--- src/rtl/msm_regs.svh ---
// Constants for the MSI source device tag mapper
//
// Summary of operation
// - Core or untrusted writes never borrow a tag
// - Write to translator outside group is illegal
// - Illegal write: ignore, abort or unaliased tag
// - I/O MMU passes stream tag through unchanged
// - Stream tag to source tag is one-to-one
// - Source tag is stream tag plus offset A
// - Stream tag is RequesterID plus B shifted N
// - RequesterID width N is a parameter, default 16
// - No-MMU complex: RequesterID plus C shifted N
// - Other identifiers map by identity or offset
// - Mapping constants lock after initialization ends
// - Each MSI source gets a group-unique tag
// - Privileged masters pass without extra filtering
// - Tags for hot-plug locations reserved up front
// - Hot-plugged devices use the same static mapping
// - No discovery registers for tags or groups
// - All group translators see one tag per device
`ifndef MSM_REGS_SVH
`define MSM_REGS_SVH

// ----------------------------------------------------------------
// Field widths
// ----------------------------------------------------------------
`define MSM_ID_W 32
`define MSM_SRC_W 4
`define MSM_TGT_W 3
`define MSM_EVT_W 32
`define MSM_GRP_W 2
`define MSM_KIND_W 3

// ----------------------------------------------------------------
// Reset values of the mapping constants, default width N and the unaliased tag
// ----------------------------------------------------------------
`define MSM_RID_W_DEF 16
`define MSM_OFFSET_A_RST 32'h0000_0000
`define MSM_CONST_B_RST 32'h0000_0000
`define MSM_CONST_C_RST 32'h0000_0001
`define MSM_BOGUS_TAG 32'hFFFF_FFFF

// ----------------------------------------------------------------
// Constant load selector codes
// ----------------------------------------------------------------
`define MSM_SEL_A 2'h0
`define MSM_SEL_B 2'h1
`define MSM_SEL_C 2'h2

`endif

--- src/rtl/msm_pkg.sv ---
// Types and shared arithmetic of the MSI source device tag mapper
`include "msm_regs.svh"

package msm_pkg;

    // Kind of master behind each ingress source port
    typedef enum logic [`MSM_KIND_W-1:0] {
        KIND_CORE,
        KIND_UNTRUSTED,
        KIND_TRUSTED,
        KIND_IOMMU,
        KIND_RC_IOMMU,
        KIND_RC_DIRECT
    } msm_kind_t;

    // Treatment of an illegal doorbell write
    typedef enum logic [1:0] {
        ILL_WRITE_IGNORE,
        ILL_ABORT,
        ILL_BOGUS_TAG
    } msm_illegal_t;

    // Completion code returned to the writer
    typedef enum logic [1:0] {
        RESP_OKAY,
        RESP_IGNORED,
        RESP_ABORT
    } msm_resp_t;

    // Incoming doorbell write
    typedef struct packed {
        logic [`MSM_SRC_W-1:0] src;
        logic [`MSM_ID_W-1:0] ident;
        logic [`MSM_TGT_W-1:0] target;
        logic [`MSM_EVT_W-1:0] event_id;
    } msm_req_t;

    // Write forwarded to an interrupt translator
    typedef struct packed {
        logic [`MSM_ID_W-1:0] tag;
        logic [`MSM_TGT_W-1:0] target;
        logic [`MSM_EVT_W-1:0] event_id;
    } msm_msi_t;

    // Identifier plus constant shifted by n; bit 32 flags overflow
    function automatic logic [`MSM_ID_W:0] msm_span_add(
        input logic [`MSM_ID_W-1:0] id,
        input logic [`MSM_ID_W-1:0] c,
        input int unsigned n
    );
        logic [2*`MSM_ID_W-1:0] wide;
        wide = ({{`MSM_ID_W{1'b0}}, c} << n) + {{`MSM_ID_W{1'b0}}, id};
        return {|wide[2*`MSM_ID_W-1:`MSM_ID_W], wide[`MSM_ID_W-1:0]};
    endfunction

endpackage

--- src/rtl/msm_tag_calc.sv ---
// Combinational source device tag derivation for one doorbell write
`timescale 1ns/1ps
`default_nettype none
`include "msm_regs.svh"

module msm_tag_calc
    import msm_pkg::*;
#(
    parameter int unsigned RID_W = `MSM_RID_W_DEF
) (
    // Source description
    input wire msm_kind_t kind,
    input wire logic [`MSM_ID_W-1:0] ident,
    // Mapping constants
    input wire logic [`MSM_ID_W-1:0] offset_a,
    input wire logic [`MSM_ID_W-1:0] const_b,
    input wire logic [`MSM_ID_W-1:0] const_c,
    // Result
    output logic [`MSM_ID_W-1:0] tag,
    output logic overflow
);

    logic [`MSM_ID_W-1:0] rid_zx;
    logic [`MSM_ID_W:0] stream_sum;
    logic [`MSM_ID_W:0] tag_sum;

    // Zero-extended RequesterID low N bits
    always_comb begin
        rid_zx = '0;
        for (int i = 0; i < RID_W && i < `MSM_ID_W; i++) begin
            rid_zx[i] = ident[i];
        end
    end

    // Per-kind linear mapping, never a table
    always_comb begin
        stream_sum = '0;
        tag_sum = '0;
        case (kind)
            KIND_IOMMU: begin
                // Stream tag arrives unmodified from the I/O MMU
                tag_sum = msm_span_add(ident, offset_a, 0);
            end
            KIND_RC_IOMMU: begin
                stream_sum = msm_span_add(rid_zx, const_b, RID_W);
                tag_sum = msm_span_add(stream_sum[`MSM_ID_W-1:0], offset_a, 0);
                tag_sum[`MSM_ID_W] = tag_sum[`MSM_ID_W] | stream_sum[`MSM_ID_W];
            end
            KIND_RC_DIRECT: begin
                tag_sum = msm_span_add(rid_zx, const_c, RID_W);
            end
            KIND_TRUSTED: begin
                tag_sum = {1'b0, ident};
            end
            default: begin
                tag_sum = '0;
            end
        endcase
    end

    // Wrapped sums would alias another tag, so flag them
    assign tag = tag_sum[`MSM_ID_W-1:0];
    assign overflow = tag_sum[`MSM_ID_W];

endmodule
`default_nettype wire

--- src/rtl/msm_mapper.sv ---
// MSI doorbell ingress: source classification and tag mapping
`timescale 1ns/1ps
`default_nettype none
`include "msm_regs.svh"

module msm_mapper
    import msm_pkg::*;
#(
    parameter int unsigned NSRC = 8,
    parameter int unsigned NITS = 4,
    parameter int unsigned RID_W = `MSM_RID_W_DEF,
    parameter msm_illegal_t ILLEGAL_MODE = ILL_WRITE_IGNORE,
    // Kind of each source port, KIND_W bits per port
    parameter logic [NSRC*`MSM_KIND_W-1:0] SRC_KIND = '0,
    // Translator group of each source port
    parameter logic [NSRC*`MSM_GRP_W-1:0] SRC_GROUP = '0,
    // Translator group of each interrupt translator
    parameter logic [NITS*`MSM_GRP_W-1:0] ITS_GROUP = '0,
    // Highest tag value legitimately assignable, hot-plug span included
    parameter logic [`MSM_ID_W-1:0] TAG_LIMIT = 32'hFFFF_FFFE
) (
    // Clock, reset and enable
    input wire logic ref_clk,
    input wire logic resetn,
    input wire logic clk_en,
    // Doorbell writes from the interconnect
    input wire logic req_valid,
    input wire msm_req_t req,
    // Firmware constant loading during initialization
    input wire logic init_done,
    input wire logic cfg_we,
    input wire logic [1:0] cfg_sel,
    input wire logic [`MSM_ID_W-1:0] cfg_data,
    // Writes forwarded to the translators
    output logic msi_valid,
    output msm_msi_t msi,
    // Completion to the writer
    output logic resp_valid,
    output msm_resp_t resp,
    // Status
    output logic cfg_locked,
    output logic cfg_refused,
    output logic illegal_seen,
    output logic [15:0] illegal_count
);

    // ----------------------------------------------------------------
    // Declarations
    // ----------------------------------------------------------------
    typedef enum logic {
        CFG_OPEN,
        CFG_LOCKED
    } msm_cfg_state_t;

    msm_cfg_state_t cfg_state_reg;
    msm_cfg_state_t cfg_state_next;
    logic [`MSM_ID_W-1:0] offset_a_reg;
    logic [`MSM_ID_W-1:0] const_b_reg;
    logic [`MSM_ID_W-1:0] const_c_reg;
    logic cfg_refused_reg;
    logic msi_valid_reg;
    msm_msi_t msi_reg;
    logic resp_valid_reg;
    msm_resp_t resp_reg;
    logic illegal_seen_reg;
    logic [15:0] illegal_count_reg;

    msm_kind_t src_kind;
    logic src_known;
    logic tgt_known;
    logic [`MSM_GRP_W-1:0] src_grp;
    logic [`MSM_GRP_W-1:0] tgt_grp;
    logic [`MSM_ID_W-1:0] calc_tag;
    logic calc_ovf;
    logic not_msi_source;
    logic wrong_group;
    logic tag_unsafe;
    logic is_illegal;
    logic accept;

    // ----------------------------------------------------------------
    // Table lookups
    // ----------------------------------------------------------------

    // Kind of the writing port from the design-time table
    function automatic msm_kind_t kind_of(input logic [`MSM_SRC_W-1:0] s);
        msm_kind_t k;
        k = KIND_UNTRUSTED;
        for (int i = 0; i < NSRC; i++) begin
            if (s == `MSM_SRC_W'(i)) begin
                k = msm_kind_t'(SRC_KIND[i*`MSM_KIND_W +: `MSM_KIND_W]);
            end
        end
        return k;
    endfunction

    // Group of the writing port
    function automatic logic [`MSM_GRP_W-1:0] src_group_of(
        input logic [`MSM_SRC_W-1:0] s
    );
        logic [`MSM_GRP_W-1:0] g;
        g = '0;
        for (int i = 0; i < NSRC; i++) begin
            if (s == `MSM_SRC_W'(i)) begin
                g = SRC_GROUP[i*`MSM_GRP_W +: `MSM_GRP_W];
            end
        end
        return g;
    endfunction

    // Group of the addressed translator
    function automatic logic [`MSM_GRP_W-1:0] its_group_of(
        input logic [`MSM_TGT_W-1:0] t
    );
        logic [`MSM_GRP_W-1:0] g;
        g = '0;
        for (int i = 0; i < NITS; i++) begin
            if (t == `MSM_TGT_W'(i)) begin
                g = ITS_GROUP[i*`MSM_GRP_W +: `MSM_GRP_W];
            end
        end
        return g;
    endfunction

    // Classify the write by its port; group tables have no read path
    always_comb begin
        src_kind = kind_of(req.src);
        src_known = (32'(req.src) < NSRC);
        tgt_known = (32'(req.target) < NITS);
        src_grp = src_group_of(req.src);
        tgt_grp = its_group_of(req.target);
    end

    // ----------------------------------------------------------------
    // Tag derivation
    // ----------------------------------------------------------------

    // Tag depends only on source and identifier, never on target
    msm_tag_calc #(
        .RID_W(RID_W)
    ) u_tag_calc (
        .kind(src_kind),
        .ident(req.ident),
        .offset_a(offset_a_reg),
        .const_b(const_b_reg),
        .const_c(const_c_reg),
        .tag(calc_tag),
        .overflow(calc_ovf)
    );

    // ----------------------------------------------------------------
    // Legality checks
    // ----------------------------------------------------------------

    // Cores, non-MSI masters and unlisted kind codes may not post writes
    always_comb begin
        not_msi_source = 1'b0;
        if (!src_known) begin
            not_msi_source = 1'b1;
        end else if (!(src_kind inside {KIND_TRUSTED, KIND_IOMMU,
                KIND_RC_IOMMU, KIND_RC_DIRECT})) begin
            not_msi_source = 1'b1;
        end
    end

    // Trusted masters are checked for group and tag limit only
    assign wrong_group = !tgt_known || (src_grp != tgt_grp);

    // Whole identifier span is mapped, so hot-plug slots need no table
    // entries; anything past the reserved span or wrapping is refused
    assign tag_unsafe = calc_ovf || (calc_tag > TAG_LIMIT);

    assign is_illegal = not_msi_source || wrong_group || tag_unsafe;
    assign accept = clk_en && req_valid;

    // ----------------------------------------------------------------
    // Constant lock state machine
    // ----------------------------------------------------------------

    // Open until initialization ends, then locked for good
    always_comb begin
        case (cfg_state_reg)
            CFG_OPEN: begin
                cfg_state_next = init_done ? CFG_LOCKED : CFG_OPEN;
            end
            CFG_LOCKED: begin
                cfg_state_next = CFG_LOCKED;
            end
            default: begin
                cfg_state_next = CFG_LOCKED;
            end
        endcase
    end

    // Lock state register
    always_ff @(posedge ref_clk or negedge resetn) begin
        if (!resetn) begin
            cfg_state_reg <= CFG_OPEN;
        end else if (clk_en) begin
            cfg_state_reg <= cfg_state_next;
        end
    end

    // Mapping constants, loadable by firmware any number of times until the lock closes
    always_ff @(posedge ref_clk or negedge resetn) begin
        if (!resetn) begin
            offset_a_reg <= `MSM_OFFSET_A_RST;
            const_b_reg <= `MSM_CONST_B_RST;
            const_c_reg <= `MSM_CONST_C_RST;
        end else if (clk_en && cfg_we && cfg_state_reg == CFG_OPEN) begin
            case (cfg_sel)
                `MSM_SEL_A: begin
                    offset_a_reg <= cfg_data;
                end
                `MSM_SEL_B: begin
                    const_b_reg <= cfg_data;
                end
                `MSM_SEL_C: begin
                    const_c_reg <= cfg_data;
                end
                default: begin
                    offset_a_reg <= offset_a_reg;
                end
            endcase
        end
    end

    // Late load attempts are dropped and reported for one cycle
    always_ff @(posedge ref_clk or negedge resetn) begin
        if (!resetn) begin
            cfg_refused_reg <= 1'b0;
        end else if (clk_en) begin
            cfg_refused_reg <= cfg_we && cfg_state_reg == CFG_LOCKED;
        end
    end

    // ----------------------------------------------------------------
    // Forwarding to the translators
    // ----------------------------------------------------------------

    // One-cycle forward; illegal writes follow the build-time policy
    always_ff @(posedge ref_clk or negedge resetn) begin
        if (!resetn) begin
            msi_valid_reg <= 1'b0;
            msi_reg <= '0;
        end else if (clk_en) begin
            msi_valid_reg <= 1'b0;
            if (req_valid && !is_illegal) begin
                msi_valid_reg <= 1'b1;
                msi_reg.tag <= calc_tag;
                msi_reg.target <= req.target;
                msi_reg.event_id <= req.event_id;
            end else if (req_valid && ILLEGAL_MODE == ILL_BOGUS_TAG) begin
                // Reserved tag above the legal span aliases nobody
                msi_valid_reg <= 1'b1;
                msi_reg.tag <= `MSM_BOGUS_TAG;
                msi_reg.target <= req.target;
                msi_reg.event_id <= req.event_id;
            end
        end
    end

    // ----------------------------------------------------------------
    // Completion to the writer
    // ----------------------------------------------------------------

    // Every accepted write gets exactly one completion
    always_ff @(posedge ref_clk or negedge resetn) begin
        if (!resetn) begin
            resp_valid_reg <= 1'b0;
            resp_reg <= RESP_OKAY;
        end else if (clk_en) begin
            resp_valid_reg <= req_valid;
            if (req_valid) begin
                if (!is_illegal || ILLEGAL_MODE == ILL_BOGUS_TAG) begin
                    resp_reg <= RESP_OKAY;
                end else if (ILLEGAL_MODE == ILL_ABORT) begin
                    resp_reg <= RESP_ABORT;
                end else begin
                    resp_reg <= RESP_IGNORED;
                end
            end
        end
    end

    // ----------------------------------------------------------------
    // Illegal write statistics
    // ----------------------------------------------------------------

    // Pulse and saturating count of illegal writes
    always_ff @(posedge ref_clk or negedge resetn) begin
        if (!resetn) begin
            illegal_seen_reg <= 1'b0;
            illegal_count_reg <= 16'h0000;
        end else if (clk_en) begin
            illegal_seen_reg <= accept && is_illegal;
            if (accept && is_illegal && illegal_count_reg != 16'hFFFF) begin
                illegal_count_reg <= illegal_count_reg + 16'h0001;
            end
        end
    end

    // ----------------------------------------------------------------
    // Outputs, all straight from flops
    // ----------------------------------------------------------------
    assign msi_valid = msi_valid_reg;
    assign msi = msi_reg;
    assign resp_valid = resp_valid_reg;
    assign resp = resp_reg;
    assign cfg_locked = (cfg_state_reg == CFG_LOCKED);
    assign cfg_refused = cfg_refused_reg;
    assign illegal_seen = illegal_seen_reg;
    assign illegal_count = illegal_count_reg;

endmodule
`default_nettype wire

--- config.mk ---
export PLATFORM = sky130hd
export DESIGN_NAME = msm_mapper
export DESIGN_NICKNAME = d
export VERILOG_FILES = /design/src/rtl/msm_pkg.sv /design/src/rtl/msm_tag_calc.sv /design/src/rtl/msm_mapper.sv
export VERILOG_INCLUDE_DIRS = /design/src /design/src/rtl
export SDC_FILE = /design/constraint.sdc
export NUM_CORES = 1
export LEC_CHECK = 0
export BUFFER_PORTS_ARGS = -buffer_cell sky130_fd_sc_hd__buf_2
export CORE_ASPECT_RATIO = 1.5
export CORE_MARGIN = 10
export CORE_UTILIZATION = 35
export CTS_CLUSTER_SIZE = 24
export DETAILED_ROUTE_END_ITERATION = 10
export PLACE_DENSITY = 0.93
export SLEW_MARGIN = 40
export SYNTH_ARGS = -nofsm -noshare
export SYNTH_HDL_FRONTEND = slang
export SYNTH_HIERARCHICAL = 1
export SYNTH_SLANG_ARGS = --single-unit
--- constraint.sdc ---
create_clock -name ref_clk -period 5.1 [get_ports ref_clk]
set_input_delay 0.51 -clock ref_clk [delete_from_list [all_inputs] [get_ports ref_clk]]
set_output_delay 0.51 -clock ref_clk [all_outputs]
set_load 0.05 [all_outputs]
==> metrics.md, run 1 <==
| Metric | Value |
|---|---|
| WS Path Type | flop to flop |
| Starting Density | 36.4% |
| Unique masters post-synth | 35 |
| CTS clock-pin slew for the worst setup and hold paths | 80 ps |
| I/O pins | 201 |
| Yosys top cell by area | buf_4 |
| Vias per cell | 4.26 |
| Most common cell in the netlist | buf_4 |
| Final worst path period share | 35.2% |
| Synth Cell Area | 0.00156 mm2 |
| Net Sw Frac | 53.6% |
| DRC | 0 |
| CTS tree | yes |
| Largest net degree at the start of global routing | 22 |
| R2r setup slk | 3300 ps |
| Nets | 310 |
| Die area | 0.00758 mm2 |
| Share of layout cells above drive strength 1 | 20.3% |
| Sequential area share after synthesis | 33.7% |
| Post-cts gate resize count | 0 |
| Post-CTS Hold Buffers | 0 |
| Post-CTS Setup Inserts | 0 |
| Worst-skew pair later-pin latency | 260 ps |
| Initial antenna violation count | 0 |
| Final setup vio count | 0 |
| Hold Vio Cnt, Final | 0 |
| Met2 wire length | 1350 um |
| Metal1 wirelength | 1350 um |
| First-pass GRT wire length | 4830 um |
| Critical path peak fanout | 10 |
| Die W | 74.5 um |
| Internal power | 288 uW |
| GR Overflow Total | 0 |
| Critical R2R Capture | illegal_count[14]$_DFFE_PN0P_ |
| CP arrival | 1950 ps |
| Placed instance area | 0.00147 mm2 |
| Gr usage total | 8.01% |
| Detailed placement HPWL | 2700 um |
| Flop pwr share | 35.8% |
| Status | complete, no violations |
| Share of the synthesized area in the top cell type | 33.7% |
| TritonCTS Buffers | 3 |
| Pwr per Cell Area | 410 mW/mm2 |
| Top_reg_cell synth | dfrtp_1 |
| Synth Instances | 170 |
| Clock Power Share | 17.6% |
| Top achievable clock speed | 0.556 GHz |
| Net switching power | 333 uW |
| ANT cells | 0 |
| Dominant cells by area after synthesis | buf_4 (34%), dfrtp_1 (34%), xor2_1 (2.8%), nor2_1 (2.6%), nand2_1 (2.2%) |
| Core area | 0.00428 mm2 |
| CTS sink count | 21 |
| DR WL met3 | 450 um |
| PnR Total Power | 621 uW |
| # rows | 29 |
| Clock skew | 4.22 ps |
| Worst min path class | input port to async pin |
| H-tree Lvls | 1 |
| EDFF count, synth | 0 |
| Number of global-route vias before repair | 1084 |
| Yosys warns | 6 |
| Final hold slack | 184 ps |
| CTS Buffer Depth | 2 |
| Antenna Nets Post-Route | 0 |
| Initial DRT Pass Iterations | 5 |
| Die Ht | 102 um |
| DR vias | 1035 |
| Worst IR drop on VDD | 0.307 mV |
| R2R Path Start | illegal_count[0]$_DFFE_PN0P_ |
| Final instance area | 0.00151 mm2 |
| Max cap viols | 0 |
| Critical Path Sink Type | flop |
| Comb pwr share | 46.6% |
| Filler cells | 436 |
| Slew Viols, Final | 0 |
| P&R area growth vs syn | -3.05% |
| Minimum clock period | 1800 ps |
| Worst EP required | 5250 ps |
| Top post-synthesis cells by count | buf_4 (70), dfrtp_1 (21), nor2_1 (11) |
| RSZ-0062 raised after global routing | no |
| Port bufs | 26 |
| Post-Route WL | 3230 um |
| Initial DRC count | 10 |
| Routed WL per cell | 13.3 um |
| Lkg Pwr | 0.829 nW |
| Root buf cell | clkbuf_8 |
| Ys async rst share | 100% |
| Max FFs per register | 16 |
| Final GP Congestion | 0.821 |
| Syn avg cell area | 9.18 um2 |
| Synth Register Bits | 21 |
| Highest routed layer | met4 |
| Reg2reg path depth | 5 |
| Startpoint types | flop |
| Setup TNS | 0 ps |
## through the flow
step | std cells | utilization [%] | worst slack, ps
2_1_floorplan | 238 | - | 3150
6_report | 243 | 35.3 | 3300
4_1_cts | 243 | 35.3 | 3300
5_1_grt | 243 | 35.3 | 3210
3_3_place_gp | 239 | 34.2 | 3240
3_5_place_dp | 239 | 34.2 | 3210
## worst max-delay path, stage by stage, from the launching register on
cell and delay, ps:
dfrtp_1 400, ha_1 220, and3_1 390, nand2_1 90, or4_4 430, xnor2_2 140
## area by class of cell
class                   count  area, um2  share of cell area [%]
multi-input cells         142        738                    48.8
repair buffers             26        130                    8.60
clock buffers               3       41.3                    2.73
inverters                   4       15.0                   0.993
flip-flops and latches     21        526                    34.7
clock inverters             1       5.00                   0.331
well taps                  46       57.6                    3.80
## cells by family after synthesis
kind of cell    count (synthesis)  share of synthesized area, %
compound gates                 15                          5.61
xor+xnor                        7                          4.41
fa+ha+maj                       1                         0.802
buf+inv                        75                          35.4
flops                          21                          33.7
mux                             3                          2.08
other cells                     1                         0.240
simple gates                   47                          17.8
## metal layers
layer | track usage, % | up-vias
met1 | 9.16 | 466
met4 | 5.70 | 0
met5 | 0 | -
li1 | - | 480
met2 | 12.0 | 84
met3 | 2.84 | 5
## power groups by stage
stage	clock, mW	combinational [mW]	sequential (mW)
finish	0.109	0.289	0.223
global route	0.120	0.304	0.230
CTS	0.112	0.289	0.223
detailed placement	0	0.289	0.226
global placement	0	0.285	0.224
floorplan	0	0.193	0.312
## cell usage in the layout (no fill, tap or decap)
cell and count:
conb_1 69, buf_2 26, dfrtp_1 21, nor2_1 11, nand2_1 9, nand3_1 5, xor2_1 5, o21ai_0 5
inv_1 4, nand4_1 4, nor3_1 4, a21oi_1 4, a31oi_1 3, clkbuf_8 3, and4_1 2, and3_1 2
nand4_2 1, and4_4 1, and4bb_2 1, and2_2 1, nand3_4 1, or4_4 1, xnor2_2 1, nor3_2 1
and3_2 1, mux2i_1 1, o2111ai_1 1, xnor2_1 1, and2_1 1, a21boi_0 1, a21o_1 1, nand2b_1 1
mux2_2 1, mux2_1 1, ha_1 1, clkinv_2 1
## worst max path at each step
stage	cells after the start	from	end
after global routing	5	illegal_count[0]$_DFFE_PN0P_	illegal_count[14]$_DFFE_PN0P_
after CTS	5	illegal_count[0]$_DFFE_PN0P_	illegal_count[14]$_DFFE_PN0P_
after global placement	5	clk_en	illegal_count[15]$_DFFE_PN0P_
after detailed placement	5	clk_en	illegal_count[15]$_DFFE_PN0P_
after floorplan	6	illegal_count[0]$_DFFE_PN0P_	illegal_count[14]$_DFFE_PN0P_
final	5	illegal_count[0]$_DFFE_PN0P_	illegal_count[14]$_DFFE_PN0P_
Power figures use the tool's default switching activity.
==> run 2, diff against run 1 <==
--- a/config.mk
+++ b/config.mk
@@ -9,10 +9,10 @@
 export BUFFER_PORTS_ARGS = -buffer_cell sky130_fd_sc_hd__buf_2
 export CORE_ASPECT_RATIO = 1.5
 export CORE_MARGIN = 10
-export CORE_UTILIZATION = 35
+export CORE_UTILIZATION = 32
 export CTS_CLUSTER_SIZE = 24
 export DETAILED_ROUTE_END_ITERATION = 10
-export PLACE_DENSITY = 0.93
+export PLACE_DENSITY = 0.86
 export SLEW_MARGIN = 40
 export SYNTH_ARGS = -nofsm -noshare
 export SYNTH_HDL_FRONTEND = slang
==> constraint.sdc (replaced) <==
create_clock -name ref_clk -period 1.8 [get_ports ref_clk]
set_input_delay 0.18 -clock ref_clk [delete_from_list [all_inputs] [get_ports ref_clk]]
set_output_delay 0.18 -clock ref_clk [all_outputs]
set_load 0.05 [all_outputs]
==> run 2 against run 1 <==
Against the previous run:
- wire length is 4.9% higher
- final area is 3.5% higher
- setup slack worse by 3200 ps
- via count is 2.3% higher
- critical path depth unchanged
- flip-flop and latch count stayed put
- sequential share of layout area is 0.69 points lower
- sequential power grew to 2.9 times the previous value
- combinational power rose to 2.9 times the previous value
- clock-buffer cell count unchanged
==> metrics.md, run 2 (synthesis results as in run 1) <==
| Metric | Value |
|---|---|
| Root buf cell | clkbuf_8 |
| Buf/Inv on CP | 0 (unchanged) |
| GR Overflow Total | 0 (unchanged) |
| HP Start | init_done |
| Vias per cell | 4.00 (-6.2%) |
| Worst min path class | input port to flop |
| Worst EP required | 1950 ps (-3300 ps) |
| Initial antenna violation count | 0 (unchanged) |
| DR vias | 1059 (+2.3%) |
| Reg2reg path depth | 5 (unchanged) |
| CTS tree | yes |
| Slew Viols, Final | 0 (unchanged) |
| Number of global-route vias before repair | 1181 (+8.9%) |
| R2r setup slk | 60 ps (-3240 ps) |
| Final setup vio count | 0 (unchanged) |
| CTS clock-pin slew for the worst setup and hold paths | 70 ps (about the same) |
| Worst IR drop on VDD | 0.467 mV (+52%) |
| CTS sink count | 21 (unchanged) |
| Final worst path period share | 96.6% (+61 points) |
| Routed WL per cell | 12.8 um (-3.8%) |
| Pwr per Cell Area | 1140 mW/mm2 (+180%) |
| Port bufs | 26 (unchanged) |
| ANT cells | 0 (unchanged) |
| Core area | 0.00477 mm2 (+11%) |
| Max FFs per register | 16 (unchanged) |
| Filler cells | 493 (+13%) |
| Largest net degree at the start of global routing | 22 (unchanged) |
| Slowest stage delay, CP | 430 ps (about the same) |
| P&R area growth vs syn | 0.321% |
| Gr usage total | 7.75% (-0.26 points) |
| R2R Path Start | illegal_count[0]$_DFFE_PN0P_ |
| Clock skew | 1.26 ps (-2.96 ps) |
| Max cap viols | 0 (unchanged) |
| Levels on crit path | 5 (unchanged) |
| Initial DRT Pass Iterations | 4 (-1) |
| Lkg Pwr | 0.831 nW (+0.31%) |
| Die Ht | 106 um (+3.7%) |
| Setup TNS | 0 ps (unchanged) |
| Final GP Congestion | 0.854 (+4.0%) |
| Antenna Nets Post-Route | 0 (unchanged) |
| First-pass GRT wire length | 5280 um (+9.3%) |
| TritonCTS Buffers | 3 (unchanged) |
| Final hold slack | 126 ps (-57.6 ps) |
| Die area | 0.00813 mm2 (+7.2%) |
| H-tree Lvls | 1 (unchanged) |
| Setup ws final | 61.3 ps (-3240 ps) |
| Most common cell after layout, fill and taps aside | conb_1 |
| Slowest CP cell | dfrtp_2 |
| # rows | 31 (+6.9%) |
| Hold path depth | 2 |
| Detailed placement HPWL | 2800 um (+3.5%) |
| Initial DRC count | 19 (+9) |
| WS Path Type | flop to flop |
| Top achievable clock speed | 0.575 GHz (+3.4%) |
| Hold Vio Cnt, Final | 0 (unchanged) |
| CTS Buffer Depth | 2 (unchanged) |
| Minimum clock period | 1740 ps (-59.0 ps) |
| CP arrival | 1890 ps (-60 ps) |
| WHS Endpoint | cfg_locked$_DFFE_PN0P_ |
| Die W | 77.0 um (+3.4%) |
| Startpoint types | flop |
| Worst-skew pair later-pin latency | 260 ps (about the same) |
| CP Cell Sequence | ha_1, and4_1, and4bb_2, nor2_2, mux2_1 |
| Total area of sequential cells | 533 um2 (+1.4%) |
| Critical path peak fanout | 4 (-6) |
| Multi-input logic area | 741 um2 (+0.34%) |
| Critical R2R Capture | illegal_count[1]$_DFFE_PN0P_ |
| Nets | 312 (+0.65%) |
| Post-Route WL | 3390 um (+4.9%) |
| I/O pins | 201 (unchanged) |
| Commonest non-fill, non-tap cells in the layout | conb_1 (69), buf_2 (26), dfrtp_1 (15) |
| Starting Density | 32.7% (-3.7 points) |
| Critical Path Sink Type | flop |
| Place WS | 16.5 ps (-3190 ps) |
| Status | complete, no violations |
| DRC | 0 (unchanged) |
| Share of layout cells above drive strength 1 | 24.1% (+3.8 points) |
| Delay-heaviest family, CP | simple AND/OR/NAND/NOR gates |
| RSZ-0062 raised after global routing | no |
| Post-CTS Setup Inserts | 0 (unchanged) |
[run 2: metal layers]
layer  wire, um  vias up  GRT usage, %
met5          0        -             0
met2       1430       92          11.3
met3        540        9          5.27
met1       1340      475          8.09
li1           -      483             -
met4         84        0          4.58
[run 2: area by class of cell]
type	instances	area share [%]
repair buffers	28	9.43
clock buffers	3	2.64
well taps	66	5.28
clock inverters	1	0.320
inverters	4	0.959
flip-flops and latches	21	34.1
multi-input cells	142	47.3
[run 2: metrics by stage]
step                      power (mW)  utilization, %  instance area (um2)  cells
after floorplan                 1.45               -                 1820    238
after global placement          1.47            31.6                 1510    260
after detailed placement        1.48            31.6                 1510    260
after CTS                       1.79            32.8                 1560    265
after global routing            1.88            32.8                 1570    265
final                           1.78            32.8                 1570    265
[run 2: how the worst max path moves through the flow]
stage,start,to
after CTS,illegal_count[0]$_DFFE_PN0P_,illegal_count[1]$_DFFE_PN0P_
after floorplan,illegal_count[0]$_DFFE_PN0P_,illegal_count[1]$_DFFE_PN0P_
after detailed placement,illegal_count[0]$_DFFE_PN0P_,illegal_count[1]$_DFFE_PN0P_
final,illegal_count[0]$_DFFE_PN0P_,illegal_count[1]$_DFFE_PN0P_
after global routing,illegal_count[0]$_DFFE_PN0P_,illegal_count[1]$_DFFE_PN0P_
after global placement,illegal_count[0]$_DFFE_PN0P_,illegal_count[1]$_DFFE_PN0P_
[run 2: worst register-to-register path, stage by stage (launching register included)]
cell and delay (ps):
dfrtp_2 430, ha_1 260, and4_1 210, and4bb_2 250, nor2_2 140, mux2_1 330
[run 2: power breakdown]
group          total, mW  internal [mW]  switching [mW]  leakage [nW]
logic              0.829          0.125           0.704         0.551
registers          0.647          0.558          0.0894         0.255
clock network      0.306          0.154           0.151        0.0255
[run 2: repair_timing]
action	in CTS	in global routing
endpoints found under the hold margin	21	0
setup endpoints to repair	0	1
hold buffers	1	0
resized for setup	0	1
==> run 3, diff against run 2 <==
--- a/config.mk
+++ b/config.mk
@@ -12,6 +12,7 @@
 export CORE_UTILIZATION = 32
 export CTS_CLUSTER_SIZE = 24
 export DETAILED_ROUTE_END_ITERATION = 10
+export MAX_ROUTING_LAYER = met4
 export PLACE_DENSITY = 0.86
 export SLEW_MARGIN = 40
 export SYNTH_ARGS = -nofsm -noshare
==> run 3 against run 2 <==
Against the previous run:
- final cell count stayed put
- die area stayed put
- clock-buffer cell count stayed put
- sequential share of layout area stayed put
- via count is 0.76% lower
- critical path type unchanged
==> metrics.md, run 3 (synthesis results as in run 1) <==
| Metric | Value |
|---|---|
| Clock Power Share | 17.2% (about the same) |
| I/O pins | 201 (unchanged) |
| Most common cell after layout, fill and taps aside | conb_1 |
| Commonest non-fill, non-tap cells in the layout | conb_1 (69), buf_2 (26), dfrtp_1 (15) |
| CP Cell Sequence | ha_1, and4_1, and4bb_2, nor2_2, mux2_1 |
| Critical path peak fanout | 4 (unchanged) |
| CTS clock-pin slew for the worst setup and hold paths | 70 ps (about the same) |
| Nets | 312 (unchanged) |
| Startpoint types | flop |
| First-pass GRT wire length | 5270 um (-0.13%) |
| CTS Buffer Depth | 2 (unchanged) |
| Slowest CP cell | dfrtp_2 |
| Initial DRT Pass Iterations | 4 (unchanged) |
| Top achievable clock speed | 0.581 GHz (+1.0%) |
| Port bufs | 26 (unchanged) |
| P&R area growth vs syn | 0.321% (unchanged) |
| ANT cells | 0 (unchanged) |
| # rows | 31 (unchanged) |
| Critical Path Sink Type | flop |
| Die Ht | 106 um (unchanged) |
| Gr usage total | 7.97% (+0.22 points) |
| Setup ws final | 78.9 ps (+17.6 ps) |
| Worst-skew pair later-pin latency | 260 ps (about the same) |
| Detailed placement HPWL | 2800 um (unchanged) |
| PnR Total Power | 1.78 mW (-0.14%) |
| CTS sink count | 21 (unchanged) |
| Initial antenna violation count | 0 (unchanged) |
| H-tree Lvls | 1 (unchanged) |
| Final setup vio count | 0 (unchanged) |
| Die area | 0.00813 mm2 (unchanged) |
| TritonCTS Buffers | 3 (unchanged) |
| CTS tree | yes |
| Vias per cell | 3.97 (-0.76%) |
| Final worst path period share | 95.6% (-0.98 points) |
| Largest net degree at the start of global routing | 22 (unchanged) |
| Slew Viols, Final | 0 (unchanged) |
| Lkg Pwr | 0.831 nW (unchanged) |
| Routed WL per cell | 12.7 um (-0.41%) |
| Net Sw Frac | 53.0% (about the same) |
| DRC | 0 (unchanged) |
| Core area | 0.00477 mm2 (unchanged) |
| Post-Route WL | 3370 um (-0.41%) |
| Final GP Congestion | 0.867 (+1.6%) |
| Internal power | 837 uW (about the same) |
| Die W | 77.0 um (unchanged) |
| Initial DRC count | 21 (+2) |
| GR Overflow Total | 0 (unchanged) |
| Minimum clock period | 1720 ps (-17.6 ps) |
| WS Path Type | flop to flop |
| Root buf cell | clkbuf_8 |
| Setup TNS | 0 ps (unchanged) |
| Slowest stage delay, CP | 430 ps (about the same) |
| Share of layout cells above drive strength 1 | 24.1% (unchanged) |
| Place WS | 16.5 ps (unchanged) |
| Worst min path class | input port to flop |
| Clock skew | 1.28 ps (+0.0241 ps) |
| Net switching power | 942 uW (-0.21%) |
| Antenna Nets Post-Route | 0 (unchanged) |
| Number of global-route vias before repair | 1181 (unchanged) |
| Status | complete, no violations |
| Final hold slack | 126 ps (-0.161 ps) |
| Max FFs per register | 16 (unchanged) |
| Pwr per Cell Area | 1140 mW/mm2 (-0.14%) |
| CP arrival | 1870 ps (-20 ps) |
| RSZ-0062 raised after global routing | no |
| Max cap viols | 0 (unchanged) |
| Worst IR drop on VDD | 0.467 mV (unchanged) |
| Comb pwr share | 46.4% (about the same) |
| Worst EP required | 1950 ps (about the same) |
| Hold Vio Cnt, Final | 0 (unchanged) |
| Flop pwr share | 36.4% (about the same) |
| Starting Density | 32.7% (unchanged) |
| DR vias | 1051 (-0.76%) |
==> run 3: per-stage QoR <==
step | utilization (%) | area, um2 | instances
2_1_floorplan | - | 1820 | 238
3_3_place_gp | 31.6 | 1510 | 260
3_5_place_dp | 31.6 | 1510 | 260
4_1_cts | 32.8 | 1560 | 265
5_1_grt | 32.8 | 1570 | 265
6_report | 32.8 | 1570 | 265
==> run 3: layer usage <==
layer	share of wire [%]	track usage [%]	vias to the layer above
met5	0	-	-
met3	13	4.34	9
li1	-	-	483
met2	42	11.3	90
met4	2.6	4.58	0
met1	42	8.64	469
==> run 3: repair_timing <==
| item | 4_1_cts | 5_1_grt |
|---|---|---|
| endpoints found under the hold margin | 21 | 0 |
| hold buffers | 1 | 0 |
| buffers inserted | 0 | 0 |
| endpoints found under the setup margin | 0 | 1 |
| gates resized for setup | 0 | 1 |
==> run 3: area by class of cell <==
cell class	instances	area [um2]
inverters	4	15.0
well taps	66	82.6
multi-input cells	142	741
flip-flops and latches	21	533
clock inverters	1	5.00
repair buffers	28	148
clock buffers	3	41.3
fillers	493	3210
==> run 3: path summary, 6_finish.rpt <==
check / start / endpoint / slack (ps) / cells after the start
hold / removal: init_done / cfg_locked$_DFFE_PN0P_ / 130 / 2
min in group asynchronous: resetn / illegal_count[12]$_DFFE_PN0P_ / 420 / 2
max in group asynchronous: resetn / illegal_count[0]$_DFFE_PN0P_ / 1050 / 2
hold reg to reg: resp[0]$_DFFE_PN0N_ / resp[0]$_DFFE_PN0N_ / 470 / 1
setup reg to reg: illegal_count[0]$_DFFE_PN0P_ / illegal_count[1]$_DFFE_PN0P_ / 80 / 5
setup / recovery: illegal_count[0]$_DFFE_PN0P_ / illegal_count[1]$_DFFE_PN0P_ / 80 / 5
==> run 3: power groups by stage <==
stage | Combinational (mW) | Sequential [mW] | Clock (mW)
3_3_place_gp | 0.817 | 0.649 | 0
6_report | 0.826 | 0.647 | 0.306
4_1_cts | 0.827 | 0.649 | 0.314
5_1_grt | 0.873 | 0.667 | 0.339
2_1_floorplan | 0.546 | 0.899 | 0
3_5_place_dp | 0.824 | 0.658 | 0
==> run 3: critical path: cells and delay by family, from the launching register on <==
kind	cells	cell delay (ps)
and+or+nand+nor	3	600
DFF	1	430
muxes	1	330
adders and majority gates	1	250
